### config.mk
export PLATFORM = sky130hd
export DESIGN_NAME = tcoc_ctrl
export DESIGN_NICKNAME = d
export VERILOG_FILES = /design/src/hw/tcoc_pkg.sv /design/src/hw/tcoc_ctrl.sv /design/src/hw/tcoc_chan.sv
export SDC_FILE = /design/constraint.sdc
export NUM_CORES = 1
export LEC_CHECK = 0
export BUFFER_PORTS_ARGS = -buffer_cell sky130_fd_sc_hd__buf_2
export CORE_MARGIN = 1.5
export CORE_UTILIZATION = 43
export DETAILED_ROUTE_END_ITERATION = 6
export GPL_TIMING_DRIVEN = 0
export HOLD_SLACK_MARGIN = 0.1
export PLACE_DENSITY = 0.79
export SLEW_MARGIN = 20
export SYNTH_ARGS = -nofsm -noshare
export SYNTH_HDL_FRONTEND = slang
export SYNTH_SLANG_ARGS = --single-unit
export TNS_END_PERCENT = 1
### constraint.sdc
create_clock -name mclk -period 2.68 [get_ports mclk]
set_input_delay 0.402 -clock mclk [delete_from_list [all_inputs] [get_ports mclk]]
set_output_delay 0.402 -clock mclk [all_outputs]
set_load 0.01 [all_outputs]
### src/hw/tcoc_pkg.sv
`default_nettype none
package tcoc_pkg;
    // register indices; the bus byte address is four times the index
    localparam logic [7:0] OUTCTL_IDX   = 8'ha0;
    localparam logic [7:0] CLKCTL_IDX   = 8'ha1;
    localparam logic [7:0] STATUS_IDX   = 8'ha2;
    localparam logic [7:0] NO_IDX       = 8'h00;
    localparam int         IDX_LSB      = 2;
    localparam int         IDX_MSB      = 9;

    // reset values and writable-bit masks
    localparam logic [7:0] OUTCTL_RST   = 8'h00;
    localparam logic [7:0] CLKCTL_RST   = 8'h00;
    localparam logic [7:0] OUTCTL_WMASK = 8'hf3;
    localparam logic [7:0] CLKCTL_WMASK = 8'hdf;

    // field positions
    localparam int ACT_A_LSB   = 6;
    localparam int ACT_B_LSB   = 4;
    localparam int MODE_LO_LSB = 0;
    localparam int MODE_HI_LSB = 3;
    localparam int ST_WAVE_A   = 0;
    localparam int ST_WAVE_B   = 1;
    localparam int ST_LINK_A   = 2;
    localparam int ST_LINK_B   = 3;

    // output action field codes
    localparam logic [1:0] ACT_OFF    = 2'h0;
    localparam logic [1:0] ACT_TOGGLE = 2'h1;
    localparam logic [1:0] ACT_CLEAR  = 2'h2;
    localparam logic [1:0] ACT_SET    = 2'h3;

    // modes in which channel a may toggle under a pwm class
    localparam logic [3:0] MODE_FAST_ICR = 4'he;
    localparam logic [3:0] MODE_FAST_OCR = 4'hf;
    localparam logic [3:0] MODE_PFC_OCR  = 4'h9;
    localparam logic [3:0] MODE_PC_OCR   = 4'hb;

    localparam logic [15:0] CNT_BOTTOM = 16'h0000;

    typedef enum logic [1:0] {cls_nonpwm, cls_fast, cls_phase} tcoc_cls_t;

    // reserved mode 13 falls into the non-pwm set
    function automatic tcoc_cls_t mode_class(input logic [3:0] m);
        case (m)
            4'h5, 4'h6, 4'h7, 4'he, 4'hf: mode_class = cls_fast;
            4'h1, 4'h2, 4'h3, 4'h8, 4'h9, 4'ha, 4'hb: mode_class = cls_phase;
            default: mode_class = cls_nonpwm;
        endcase
    endfunction
endpackage
`default_nettype wire

### src/hw/tcoc_ctrl.sv
`timescale 1ns/10ps
`default_nettype none
// Operation
// a nonzero action field puts that channel's wave on its pin.
// a pin's driver is enabled only by its direction bit.
// without the modulator, channel b needs port data bit two set.
// action fields are read per mode class: non-pwm, fast, phase correct.
// non-pwm codes: 0 off, 1 toggle, 2 clear, 3 set on match.
// fast code 1 toggles channel a only in modes 14 and 15, else off.
// fast code 2 clears on match and sets at bottom.
// fast code 3 sets on match and clears at bottom.
// fast pwm ignores a match at top when the field's upper bit is set.
// phase code 1 toggles channel a only in modes 9 and 11, else off.
// phase code 2 clears on an up match and sets on a down match.
// phase code 3 sets on an up match and clears on a down match.
// the four mode bits choose count sequence, top source and waveform.
// plain, clear-on-match and three pwm families are all supported.
// upper mode bits live at bits 4 and 3 of the second control register.
// bits 3 and 2 of the first control register read zero, writes dropped.
module tcoc_ctrl (
    // clock and reset
    input  wire logic        mclk,
    input  wire logic        rstn,
    // ahb-lite slave
    input  wire logic        hsel,
    input  wire logic [31:0] haddr,
    input  wire logic [1:0]  htrans,
    input  wire logic        hwrite,
    input  wire logic [2:0]  hsize,
    input  wire logic [31:0] hwdata,
    input  wire logic        hready,
    output logic             hreadyout,
    output logic             hresp,
    output logic [31:0]      hrdata,
    // counter state from the timer core
    input  wire logic        cnt_tick,
    input  wire logic [15:0] cnt_value,
    input  wire logic [15:0] cnt_top,
    input  wire logic        cnt_up,
    input  wire logic [15:0] chan_a_match_value,
    input  wire logic [15:0] chan_b_match_value,
    // mode seen by the timer core
    output logic [3:0]       waveform_mode_sel,
    // port logic
    input  wire logic        port_ddr_a,
    input  wire logic        port_ddr_b,
    input  wire logic        port_out_a,
    input  wire logic        port_out_b,
    input  wire logic        port_data_bit_two,
    input  wire logic        modulator_en,
    // pins
    output logic             pin_a_out,
    output logic             pin_a_oe,
    output logic             pin_b_out,
    output logic             pin_b_oe,
    output logic             chan_a_wave_out,
    output logic             chan_b_wave_out
);
    typedef enum logic {ph_idle, ph_write} tcoc_phase_t;

    typedef struct packed {
        tcoc_phase_t ph;
        logic [7:0]  wr_idx;
        logic [7:0]  outctl;
        logic [7:0]  clkctl;
        logic [31:0] rdata;
    } tcoc_state_t;

    tcoc_state_t         st;
    tcoc_state_t         next_st;
    logic                accept;
    logic                addr_ok;
    logic [7:0]          addr_idx;
    logic [7:0]          rd_byte;
    logic [7:0]          hw_byte;
    logic [7:0]          status;
    logic [1:0]          act_a;
    logic [1:0]          act_b;
    tcoc_pkg::tcoc_cls_t mode_cls;
    logic                bottom_hit;
    logic                hit_a;
    logic                hit_b;
    logic                top_a;
    logic                top_b;
    logic                link_a;
    logic                link_b;
    logic                wave_a;
    logic                wave_b;
    logic                b_gate;

    // bus decode; only word transfers are expected, lanes are not split
    assign accept   = hsel && hready && htrans[1];
    assign addr_idx = haddr[tcoc_pkg::IDX_MSB:tcoc_pkg::IDX_LSB];
    assign addr_ok  = haddr[31:tcoc_pkg::IDX_MSB+1] == '0;
    assign hw_byte  = hwdata[7:0];

    // fields of the control registers
    assign act_a = st.outctl[tcoc_pkg::ACT_A_LSB +: 2];
    assign act_b = st.outctl[tcoc_pkg::ACT_B_LSB +: 2];
    // mode is the upper pair from the second register over the lower pair
    assign waveform_mode_sel = {st.clkctl[tcoc_pkg::MODE_HI_LSB +: 2],
                                st.outctl[tcoc_pkg::MODE_LO_LSB +: 2]};
    // the mode class steers both channel wave units; the core sees only the mode
    assign mode_cls = tcoc_pkg::mode_class(waveform_mode_sel);

    // status view of the block's own outputs
    always_comb begin
        status = '0;
        status[tcoc_pkg::ST_WAVE_A] = wave_a;
        status[tcoc_pkg::ST_WAVE_B] = wave_b;
        status[tcoc_pkg::ST_LINK_A] = link_a;
        status[tcoc_pkg::ST_LINK_B] = link_b;
    end

    // register file: write lands in the data phase, read is captured at
    // the address phase from the updated copy so a read right after a
    // write to the same register already sees the new value
    always_comb begin
        next_st = st;
        rd_byte = '0;
        if (st.ph == ph_write) begin
            case (st.wr_idx)
                tcoc_pkg::OUTCTL_IDX:
                    next_st.outctl = hw_byte & tcoc_pkg::OUTCTL_WMASK;
                tcoc_pkg::CLKCTL_IDX:
                    next_st.clkctl = hw_byte & tcoc_pkg::CLKCTL_WMASK;
                default: next_st.outctl = st.outctl;
            endcase
        end
        next_st.ph = ph_idle;
        if (accept && hwrite) begin
            next_st.ph     = ph_write;
            next_st.wr_idx = addr_ok ? addr_idx : tcoc_pkg::NO_IDX;
        end else if (accept) begin
            case (addr_ok ? addr_idx : tcoc_pkg::NO_IDX)
                tcoc_pkg::OUTCTL_IDX: rd_byte = next_st.outctl;
                tcoc_pkg::CLKCTL_IDX: rd_byte = next_st.clkctl;
                tcoc_pkg::STATUS_IDX: rd_byte = status;
                default:              rd_byte = '0;
            endcase
            next_st.rdata = {24'h000000, rd_byte};
        end
    end

    // state register
    always_ff @(posedge mclk or negedge rstn) begin
        if (!rstn) begin
            st        <= '0;
            st.outctl <= tcoc_pkg::OUTCTL_RST;
            st.clkctl <= tcoc_pkg::CLKCTL_RST;
        end else begin
            st <= next_st;
        end
    end

    // zero-wait slave, always okay
    assign hreadyout = 1'b1;
    assign hresp     = 1'b0;
    assign hrdata    = st.rdata;

    // compare events; match and bottom hits are qualified by the timer tick, top flags are not
    assign bottom_hit = cnt_tick && cnt_value == tcoc_pkg::CNT_BOTTOM;
    assign hit_a      = cnt_tick && cnt_value == chan_a_match_value;
    assign hit_b      = cnt_tick && cnt_value == chan_b_match_value;
    assign top_a      = chan_a_match_value == cnt_top;
    assign top_b      = chan_b_match_value == cnt_top;

    // channel a wave unit
    tcoc_chan #(
        .IS_A(1'b1)
    ) u_chan_a (
        .mclk         (mclk),
        .rstn         (rstn),
        .action       (act_a),
        .mode         (waveform_mode_sel),
        .mode_cls     (mode_cls),
        .match_hit    (hit_a),
        .bottom_hit   (bottom_hit),
        .match_at_top (top_a),
        .count_up     (cnt_up),
        .wave         (wave_a),
        .linked       (link_a)
    );

    // channel b wave unit
    tcoc_chan #(
        .IS_A(1'b0)
    ) u_chan_b (
        .mclk         (mclk),
        .rstn         (rstn),
        .action       (act_b),
        .mode         (waveform_mode_sel),
        .mode_cls     (mode_cls),
        .match_hit    (hit_b),
        .bottom_hit   (bottom_hit),
        .match_at_top (top_b),
        .count_up     (cnt_up),
        .wave         (wave_b),
        .linked       (link_b)
    );

    // pin muxing: a linked channel overrides port data but never the
    // direction bit, so software must still set the pin as an output
    assign b_gate    = modulator_en || port_data_bit_two;
    assign pin_a_out = link_a ? wave_a : port_out_a;
    assign pin_b_out = link_b ? (wave_b && b_gate) : port_out_b;
    assign pin_a_oe  = port_ddr_a;
    assign pin_b_oe  = port_ddr_b;
    assign chan_a_wave_out = wave_a;
    assign chan_b_wave_out = wave_b;

    a_pin_release_a: assert property (@(posedge mclk)
        disable iff (!rstn)
        act_a == tcoc_pkg::ACT_OFF |-> pin_a_out == port_out_a)
        else $error("channel a held the pin while its field is zero");
    a_pin_take_b: assert property (@(posedge mclk) disable iff (!rstn)
        link_b && modulator_en |-> pin_b_out == chan_b_wave_out)
        else $error("channel b wave not on its pin");
    a_driver_ddr: assert property (@(posedge mclk) disable iff (!rstn)
        pin_a_oe == port_ddr_a && pin_b_oe == port_ddr_b)
        else $error("pin driver not following direction bit");
    a_b_data_gate: assert property (@(posedge mclk) disable iff (!rstn)
        link_b && !modulator_en && !port_data_bit_two |-> !pin_b_out)
        else $error("channel b drove high without data bit two");
    a_mode_join: assert property (@(posedge mclk) disable iff (!rstn)
        st.ph == ph_write && st.wr_idx == tcoc_pkg::CLKCTL_IDX |=>
        waveform_mode_sel[3:2] == $past(hw_byte[4:3]))
        else $error("upper mode bits not taken from bits 4 and 3");
    a_reserved_zero: assert property (@(posedge mclk)
        disable iff (!rstn)
        st.ph == ph_write && st.wr_idx == tcoc_pkg::OUTCTL_IDX |=>
        st.outctl == ($past(hw_byte) & tcoc_pkg::OUTCTL_WMASK))
        else $error("control write did not land with reserved bits zero");
    a_read_lands: assert property (@(posedge mclk) disable iff (!rstn)
        accept && !hwrite && addr_ok &&
        addr_idx == tcoc_pkg::OUTCTL_IDX && st.ph == ph_idle |=>
        hrdata[3:2] == 2'b00 && hrdata[7:4] == $past(st.outctl[7:4]))
        else $error("control readback wrong");
endmodule
`default_nettype wire

### src/hw/tcoc_chan.sv
`timescale 1ns/10ps
`default_nettype none
module tcoc_chan #(
    parameter bit IS_A = 1'b0
) (
    // clock and reset
    input  wire logic               mclk,
    input  wire logic               rstn,
    // settings
    input  wire logic [1:0]         action,
    input  wire logic [3:0]         mode,
    input  wire tcoc_pkg::tcoc_cls_t mode_cls,
    // counter events; the match and bottom hits are already qualified by the timer tick
    input  wire logic               match_hit,
    input  wire logic               bottom_hit,
    input  wire logic               match_at_top,
    input  wire logic               count_up,
    // result
    output logic                    wave,
    output logic                    linked
);
    typedef struct packed {
        logic wave;
    } tcoc_chan_state_t;

    tcoc_chan_state_t st;
    tcoc_chan_state_t next_st;
    logic             toggle_ok;
    logic             match_live;

    // toggle is a channel-a privilege in pwm modes, free in non-pwm
    always_comb begin
        toggle_ok = 1'b0;
        case (mode_cls)
            tcoc_pkg::cls_fast: toggle_ok = IS_A &&
                (mode == tcoc_pkg::MODE_FAST_ICR ||
                 mode == tcoc_pkg::MODE_FAST_OCR);
            tcoc_pkg::cls_phase: toggle_ok = IS_A &&
                (mode == tcoc_pkg::MODE_PFC_OCR ||
                 mode == tcoc_pkg::MODE_PC_OCR);
            default: toggle_ok = 1'b1;
        endcase
    end

    // a toggle code without the privilege leaves the pin disconnected
    assign linked = action != tcoc_pkg::ACT_OFF &&
                    (action != tcoc_pkg::ACT_TOGGLE || toggle_ok);
    // in fast pwm, compare value at top with a set/clear code drops the match
    assign match_live = match_hit &&
        !(mode_cls == tcoc_pkg::cls_fast && match_at_top && action[1]);

    // wave update; in fast pwm the bottom action is applied last and wins
    always_comb begin
        next_st = st;
        case (mode_cls)
            tcoc_pkg::cls_fast: begin
                if (match_live) begin
                    case (action)
                        tcoc_pkg::ACT_TOGGLE: next_st.wave ^= toggle_ok;
                        tcoc_pkg::ACT_CLEAR:  next_st.wave = 1'b0;
                        tcoc_pkg::ACT_SET:    next_st.wave = 1'b1;
                        default:              next_st.wave = st.wave;
                    endcase
                end
                if (bottom_hit && action == tcoc_pkg::ACT_CLEAR) begin
                    next_st.wave = 1'b1;
                end else if (bottom_hit && action == tcoc_pkg::ACT_SET) begin
                    next_st.wave = 1'b0;
                end
            end
            tcoc_pkg::cls_phase: begin
                if (match_live) begin
                    case (action)
                        tcoc_pkg::ACT_TOGGLE: next_st.wave ^= toggle_ok;
                        tcoc_pkg::ACT_CLEAR:  next_st.wave = !count_up;
                        tcoc_pkg::ACT_SET:    next_st.wave = count_up;
                        default:              next_st.wave = st.wave;
                    endcase
                end
            end
            default: begin
                if (match_live) begin
                    case (action)
                        tcoc_pkg::ACT_TOGGLE: next_st.wave = ~st.wave;
                        tcoc_pkg::ACT_CLEAR:  next_st.wave = 1'b0;
                        tcoc_pkg::ACT_SET:    next_st.wave = 1'b1;
                        default:              next_st.wave = st.wave;
                    endcase
                end
            end
        endcase
    end

    // state register
    always_ff @(posedge mclk or negedge rstn) begin
        if (!rstn) begin
            st <= '0;
        end else begin
            st <= next_st;
        end
    end

    assign wave = st.wave;

    a_fast_bottom_set: assert property (@(posedge mclk)
        disable iff (!rstn)
        mode_cls == tcoc_pkg::cls_fast && bottom_hit &&
        action == tcoc_pkg::ACT_CLEAR |=> wave == 1'b1)
        else $error("fast pwm clear code did not set at bottom");
    a_fast_inv_match: assert property (@(posedge mclk)
        disable iff (!rstn)
        mode_cls == tcoc_pkg::cls_fast && match_hit && !bottom_hit &&
        !match_at_top && action == tcoc_pkg::ACT_SET |=> wave == 1'b1)
        else $error("fast pwm set code did not set on match");
    a_top_match_ignored: assert property (@(posedge mclk)
        disable iff (!rstn)
        mode_cls == tcoc_pkg::cls_fast && match_hit && match_at_top &&
        action[1] && !bottom_hit |=> $stable(wave))
        else $error("match at top was not ignored");
    a_phase_up_down: assert property (@(posedge mclk)
        disable iff (!rstn)
        mode_cls == tcoc_pkg::cls_phase && match_hit &&
        action == tcoc_pkg::ACT_CLEAR |=> wave == !$past(count_up))
        else $error("phase pwm clear code wrong for count direction");
    a_toggle_blocked: assert property (@(posedge mclk)
        disable iff (!rstn)
        action == tcoc_pkg::ACT_TOGGLE && !linked |=> $stable(wave))
        else $error("disconnected toggle code changed the wave");
endmodule
`default_nettype wire

==> metrics.txt, run 1 <==
diode count 0; synthesized area 0.00290 mm^2; unique cell type count in the Yosys netlist 52; setup-violating endpoint count in the final report 0; Critical Path Source waveform_mode_sel[0]; layout net count 613; # IOs 190; ratio of cells with drive above 1 in the final layout 45.7%; most common cell after layout, fill and taps aside buf_2; Critical Path AT 2.09 ns; Largest stage delay, worst path 0.43 ns; GP Congestion 0.840; Remaining Overflow, GRT 0; PwrDens 319 mW/mm^2; outcome finished, violations left; Slew Viols, Final 0; routed length on met1 2980 um; post-synthesis sequential area ratio 30.2%; Die Y 85.2 um; Setup WS post-layout 0.192 ns; Clk Latency, worst-skew pair 0.28 ns; CTS Buffer Depth 2; Total GRT Usage 20.2%; area delta synth->final 32.6%; WL final 7460 um; Iter 0 DRT Violations 127; synthesized-area fraction occupied by xor and xnor cells 20.2%; DRC violations left 12; main combinational cell family by area after synthesis XOR/XNOR gates; worst-path fanout max 9; Final period util 92.8%; Max Cap Violations 0; total power 1.23 mW; Slew headroom 50.7%; vias in the first global route 2715; register bit total from synthesis 35; initial antenna violation count 0; first-pass GRT wire length 11900 um; CP Launch Type flop; Synth Area in Simple Gates 16.6%; CTS sink cnt 35; most frequent cells in the layout 131 x buf_2, 42 x buf_4, 34 x xnor2_1, 34 x dfrtp_1, 33 x xor2_1; H-tree depth 2; DP Worst Slack 0.249 ns; VDD IR max 0.266 mV; pin count of the biggest net entering global routing 36; die area 0.00725 mm^2; slowest CP cell dfrtp_1; via/cell ratio 5.06; Cell Chain, Critical Path nor2b_1 > o21a_1 > inv_1 > ha_2 > a21o_1 > a21oi_4 > nand2_1 > o21ai_0 > buf_2; worst hold path class in2async; Yosys warnings 0; clk slew on worst S/H paths 0.07 ns; RSZ-0062 raised after global routing no; Clock Skews 0.00327 ns; IO buf count 130; Final Instance Area 0.00385 mm^2; CP bufs+invs 2; Root Driver clkbuf_8; Crit path max-delay family compound AO/OA/AOI/OAI gates; post-synthesis mux area share 8.53%; DR WL met2 3710 um; Min Clock Period, post-route 2.49 ns; DRT antenna net count 0; Pre-antenna DRT Iters 6; Lkg Pwr 1.95 nW; critical path required time 2.28 ns; post-synthesis adder-cell area fraction 0.862%; Die W 85.2 um; slew of the pin with the lowest slew margin 0.740 ns; DP Wirelength 6210 um; complex-gate fraction of the synthesized area 10.7%; Hold Buf Count CTS 0; Core Area 0.00642 mm^2; row count 29; failing checks DRC; CTS tree yes; post-synthesis cell count 304; CTS Buf Count 5; Top Metal Used met4; critical path type reg2out; DR WL/cell 13.7 um; Via Count 2749; DP Area 0.00374 mm^2; Layout Utilization 59.9%; initial cell density of the core 45.2%; Worst R2R Start st[49]; Mean Syn Cell Area 9.55 um^2; endpoints failing hold 0; CP Capture Type output pin; metal3 WL 690 um; final setup TNS 0 ns; f_max 0.402 GHz
[cells by family (layout without fill, tap and decap cells)]
group,count (synthesis),after routing
simple gates,81,81
xor+xnor,67,67
buf+inv,54,192
compound gates,42,42
flops,35,35
mux,21,21
fa+ha+maj,2,2
other cells,2,26
[cell usage after synthesis, drive strengths merged]
cell type / instances / area (um^2)
buf: 42 / 313
dfrtp: 35 / 876
xnor2: 34 / 298
xor2: 33 / 289
nor4: 19 / 134
mux2: 18 / 218
nand2: 18 / 70.1
a22o: 14 / 124
nand4: 12 / 75.1
nor3: 8 / 51.3
o21ai: 8 / 40.0
inv: 7 / 26.3
nor2: 5 / 18.8
a21oi: 4 / 20.0
clkbuf: 4 / 18.8
nand3: 4 / 20.0
mux2i: 3 / 30.0
nor2b: 3 / 21.3
a2bb2oi: 2 / 17.5
and2: 2 / 13.8
conb: 2 / 7.51
ha: 2 / 25.0
nand4b: 2 / 17.5
o211ai: 2 / 15.0
o21a: 2 / 15.0
o2bb2ai: 2 / 17.5
or2: 2 / 12.5
or4: 2 / 18.8
a21o: 1 / 7.51
a22oi: 1 / 7.51
a31oi: 1 / 6.26
a32o: 1 / 10.0
and2b: 1 / 7.51
dlygate4sd1: 1 / 8.76
nand3b: 1 / 7.51
nor3b: 1 / 7.51
o2111ai: 1 / 8.76
o22ai: 1 / 6.26
o31ai: 1 / 7.51
o41ai: 1 / 8.76
or3: 1 / 6.26
[sequential cells by signal (all words and copies together) (netlist names)]
signal             flops
waveform_mode_sel      4
act_a                  2
u_chan_a.wave          1
hrdata                 8
u_chan_b.wave          1
st                    17
act_b                  2
[where the power goes]
part | switching, mW | internal (mW) | leakage [nW]
registers | 0.00386 | 0.534 | 0.466
logic | 0.158 | 0.170 | 1.43
clock network | 0.186 | 0.178 | 0.0477
total | 0.348 | 0.881 | 1.95
[through the flow]
stage                     instances  hold WS [ns]
after floorplan                 328         0.106
final                           543         0.174
after global placement          535         0.464
after global routing            543         0.230
after detailed placement        535         0.472
after CTS                       542         0.202
[worst paths after layout]
kind | end | slack (ns) | cells after the start
hold reg to reg | st[37] | 0.49 | 1
hold / removal | st[51] | 0.17 | 1
max in group asynchronous | waveform_mode_sel[3] | 1.98 | 1
min in group mclk | st[50] | 0.34 | 2
setup reg to reg | hrdata[4] | 0.31 | 5
setup / recovery | pin_a_out | 0.19 | 9
[per-layer routing]
| layer | up-vias | GRT usage [%] |
|---|---|---|
| met5 | - | 0 |
| met4 | 0 | 4.32 |
| met3 | 12 | 3.89 |
| met2 | 132 | 35.6 |
| met1 | 1263 | 25.7 |
| li1 | 1342 | - |
[area by class of cell]
class / count / area (um^2)
inverter: 7 / 26.3
sequential: 35 / 877
clock buffer: 5 / 68.8
buffer: 46 / 337
multi-input combinational: 239 / 1770
fill: 562 / 2570
timing repair buffer: 131 / 658
tap: 77 / 96.3
clock inverter: 3 / 15.0
[repair_timing]
| item | 4_1_cts | 5_1_grt |
|---|---|---|
| pin swaps | 0 | 2 |
| setup buffers | 0 | 1 |
| hold endpoints to repair | 0 | 0 |
| cloned | 0 | 0 |
| gates resized for setup | 1 | 6 |
| setup endpoints to repair | 1 | 2 |
(Power assumes the default switching activity.)
==> inputs of run 2 (changes only) <==
Settings changed: CORE_ASPECT_RATIO set to 1.4, CTS_BUF_LIST set to sky130_fd_sc_hd__clkbuf_8 sky130_fd_sc_hd__clkbuf_16.
==> metrics.txt, run 2 (synthesis gave the netlist of run 1 again) <==
CTS tree yes; Clock Skews 0.00658 ns; layout net count 613; reg2reg path depth 5; ratio of cells with drive above 1 in the final layout 45.7%; critical path required time 2.28 ns; initial cell density of the core 44.2%; Final period util 94.5%; outcome finished clean; Core Area 0.00657 mm^2; DR WL/cell 14.7 um; first-pass GRT wire length 12200 um; final setup TNS 0 ns; Pre-antenna DRT Iters 5; die area 0.00726 mm^2; diode count 0; CTS sink cnt 35; Lkg Pwr 1.96 nW; CP Launch Type flop; worst hold path class in2async; Max Cap Violations 0; hold_ws 0.188 ns; f_max 0.395 GHz; Remaining Overflow, GRT 0; GP Congestion 0.870; RSZ-0062 raised after global routing no; row count 35; most common cell after layout, fill and taps aside buf_2; Clk Latency, worst-skew pair 0.29 ns; CTS Buffer Depth 2; vias in the first global route 2724; Largest register FFs 17; DP Wirelength 6510 um; Worst R2R Start st[49]; setup-violating endpoint count in the final report 0; critical path type reg2out; PwrDens 352 mW/mm^2; CP Capture Type output pin; Slew headroom 48.4%; slew of the pin with the lowest slew margin 0.774 ns; Min Clock Period, post-route 2.53 ns; most frequent cells in the layout 131 x buf_2, 42 x buf_4, 34 x xnor2_1, 34 x dfrtp_1, 33 x xor2_1; IO buf count 130; Die Y 100 um; DRT antenna net count 0; Hold Buf Count CTS 0; most frequent CP cell o21ai_0; Biggest register st; Total GRT Usage 21.3%; clk slew on worst S/H paths 0.07 ns; VDD IR max 0.389 mV; Critical Path AT 2.13 ns; Iter 0 DRT Violations 62; Slew Viols, Final 0; Largest stage delay, worst path 0.44 ns; WL final 7920 um; # IOs 190; Via Count 2766; DRC violations left 0; Cell Chain, Critical Path nor2b_1 > o21a_1 > ha_2 > nand3_1 > o21ai_0 > a21o_1 > a21oi_2 > nand2_1 > o21ai_0 > buf_2; area delta synth->final 33.7%; H-tree depth 2; slowest CP cell dfrtp_2; via/cell ratio 5.12; Die W 72.4 um; worst-path fanout max 8; endpoints failing hold 0; Critical Path Source waveform_mode_sel[0]; Root Driver clkbuf_8; CTS Buf Count 5; pin count of the biggest net entering global routing 36; initial antenna violation count 0
-- run 2: cell types whose count changed in the layout (fill, tap and decap cells not counted), sizes merged --
cell,before,now
clkinv,3,1
bufinv,0,1
clkbuf,8,9
-- run 2: final cells by class --
class	instances	area, um^2
Buffer	46	337
Clock buffer	6	82.6
Clock inverter	2	35.0
Fill cell	555	2690
Inverter	7	26.3
Multi-Input combinational cell	239	1770
Sequential cell	35	877
Tap cell	74	92.6
Timing Repair Buffer	131	658
-- run 2: final timing paths --
check | endpoint | slack (ns)
setup / recovery | pin_a_out | 0.15
hold / removal | hrdata[4] | 0.19
setup reg to reg | hrdata[4] | 0.30
hold reg to reg | st[37] | 0.48
max in group asynchronous | waveform_mode_sel[0] | 1.96
min in group mclk | st[50] | 0.35
-- run 2: report_power, final --
part	switching, mW	total [mW]	internal [mW]
registers	0.00367	0.537	0.534
clock network	0.194	0.494	0.301
logic	0.164	0.335	0.171
total	0.361	1.37	1.01
-- run 2: through the flow --
stage                     utilization, %  power, mW  cells  setup slack, ns  area (um^2)
after floorplan                        -      0.716    328            0.484         2990
after global placement              56.9      0.868    532            0.283         3740
after detailed placement            56.9      0.874    532            0.234         3740
after CTS                           58.8       1.37    540          0.00947         3860
after global routing                59.1       1.42    540          0.00459         3880
final                               59.1       1.37    540            0.149         3880
-- run 2: what timing repair did --
| action | 4_1_cts | 5_1_grt |
|---|---|---|
| gates resized for setup | 2 | 4 |
| setup endpoints to repair | 1 | 2 |
| setup buffers | 0 | 1 |
| pin swaps | 1 | 2 |
| gates cloned | 0 | 0 |
-- run 2: routing by layer --
layer	vias up	wire length [um]	GRT usage [%]
li1	1337	-	-
met1	1261	2900	22.0
met2	153	4270	42.2
met3	15	583	2.41
met4	0	174	8.56
met5	-	0	0
-- run 2: worst max-delay path, delay by kind of cell, from the launching register on --
family                     cells  cell delay [ns]
DFF                            1             0.44
AOI/OAI and AO/OA              5             0.74
buffers and inverters          1             0.15
adders and majority gates      1             0.23
and+or+nand+nor                3             0.30
==> inputs of run 3 (changes only) <==
Settings changed: BUFFER_PORTS_ARGS -buffer_cell sky130_fd_sc_hd__buf_2 to -buffer_cell sky130_fd_sc_hd__buf_4.
==> metrics.txt, run 3 (synthesis gave the netlist of run 1 again) <==
outcome finished clean; GP Congestion 0.946; pin count of the biggest net entering global routing 36; CTS Buf Count 5; endpoints failing hold 0; reg2reg path depth 11; diode count 0; DRC violations left 0; Die Y 100 um; Cell Chain, Critical Path nor3_1 > nor2_2 > inv_1 > ha_2 > nand3_1 > o21ai_0 > a21o_1 > a21oi_2 > o21ai_0 > buf_4; most frequent CP cell o21ai_0; Final Instance Area 0.00422 mm^2; CTS Buffer Depth 2; row count 35; slowest CP cell dfrtp_1; CP Capture Type output pin; Seq pwr share 39.9%; VDD IR max 0.356 mV; placed cells 532; Logic pwr share 28.7%; # IOs 190; H-tree depth 2; clk slew on worst S/H paths 0.07 ns; DP Area 0.00406 mm^2; DP Worst Slack 0.256 ns; CTS sink cnt 35; Max Cap Violations 0; NetSw 358 uW; stages on the worst setup path 10; Biggest register st; Crit path max-delay family compound AO/OA/AOI/OAI gates; Die W 72.4 um; PwrDens 320 mW/mm^2; worst-path fanout max 8; Critical Path AT 2.18 ns; Root Driver clkbuf_8; Largest stage delay, worst path 0.43 ns; Hold Path Cell Cnt 2; die area 0.00726 mm^2; f_max 0.387 GHz; Clock power frac 31.4%; sw frac 26.6%; initial antenna violation count 0; Final period util 96.3%; final setup TNS 0 ns; Layout Utilization 64.2%; Clock Skews 0.00888 ns; Via Count 2820; vias in the first global route 2813; most common cell after layout, fill and taps aside buf_4; initial cell density of the core 44.2%; layout net count 616; area delta synth->final 45.2%; DR WL/cell 15.2 um; Lkg Pwr 2.07 nW; hold_ws 0.345 ns; Remaining Overflow, GRT 0; Min Clock Period, post-route 2.58 ns; Iter 0 DRT Violations 65; setup-violating endpoint count in the final report 0; Largest register FFs 17; ratio of cells with drive above 1 in the final layout 45.6%; via/cell ratio 5.19; WL final 8260 um; Core Area 0.00657 mm^2; internal power 989 uW; DP Wirelength 6840 um; Clk Latency, worst-skew pair 0.29 ns; most frequent cells in the layout 174 x buf_4, 35 x dfrtp_1, 34 x xnor2_1, 33 x xor2_1, 26 x conb_1; critical path required time 2.28 ns; IO buf count 130; Pre-antenna DRT Iters 4; critical path type reg2out; Slew Viols, Final 0; first-pass GRT wire length 12500 um; CTS tree yes; Setup WS post-layout 0.0991 ns; total power 1.35 mW; CP bufs+invs 2; non-filler cells, final 543; Total GRT Usage 22.0%; CP Launch Type flop; worst hold path class in2reg; DRT antenna net count 0
## run 3: repair_timing
| action | 4_1_cts | 5_1_grt |
|---|---|---|
| hold buffers | 1 | 0 |
| setup buffers | 0 | 3 |
| hold endpoints to repair | 35 | 0 |
| resized for setup | 1 | 4 |
| cloned | 0 | 0 |
| setup endpoints to repair | 1 | 2 |
| pin swaps | 0 | 3 |
## run 3: area by class of cell
cell class / count / area [um^2]
multi-input cells: 239 / 1770
plain buffers: 46 / 337
clock buffers: 7 / 96.3
clock inverters: 1 / 7.51
inverters: 7 / 26.3
flip-flops and latches: 35 / 876
repair buffers: 134 / 1010
well taps: 74 / 92.6
fillers: 567 / 2350
## run 3: power groups by stage
stage	Clock, mW	Sequential (mW)	Combinational (mW)
2_1_floorplan	0	0.546	0.170
3_3_place_gp	0	0.547	0.372
3_5_place_dp	0	0.547	0.377
4_1_cts	0.431	0.537	0.381
5_1_grt	0.452	0.537	0.415
6_report	0.423	0.537	0.387
## run 3: metal layers
metal  wire, um  GRT usage, %  up-vias
met2       4550          43.1      142
met5          0             0        -
met3        534          3.41       22
li1           -             -     1342
met4        249          10.0        0
met1       2930          22.0     1314
## run 3: final timing paths
check                                startpoint                   end  slack (ns)
setup / recovery           waveform_mode_sel[3]             pin_a_out         0.1
hold / removal                         haddr[6]                st[52]        0.34
setup reg to reg           waveform_mode_sel[3]         u_chan_b.wave        0.24
hold reg to reg                          st[43]                st[43]        0.48
max in group asynchronous                  rstn  waveform_mode_sel[2]        1.77
min in group asynchronous                  rstn             hrdata[4]        0.60
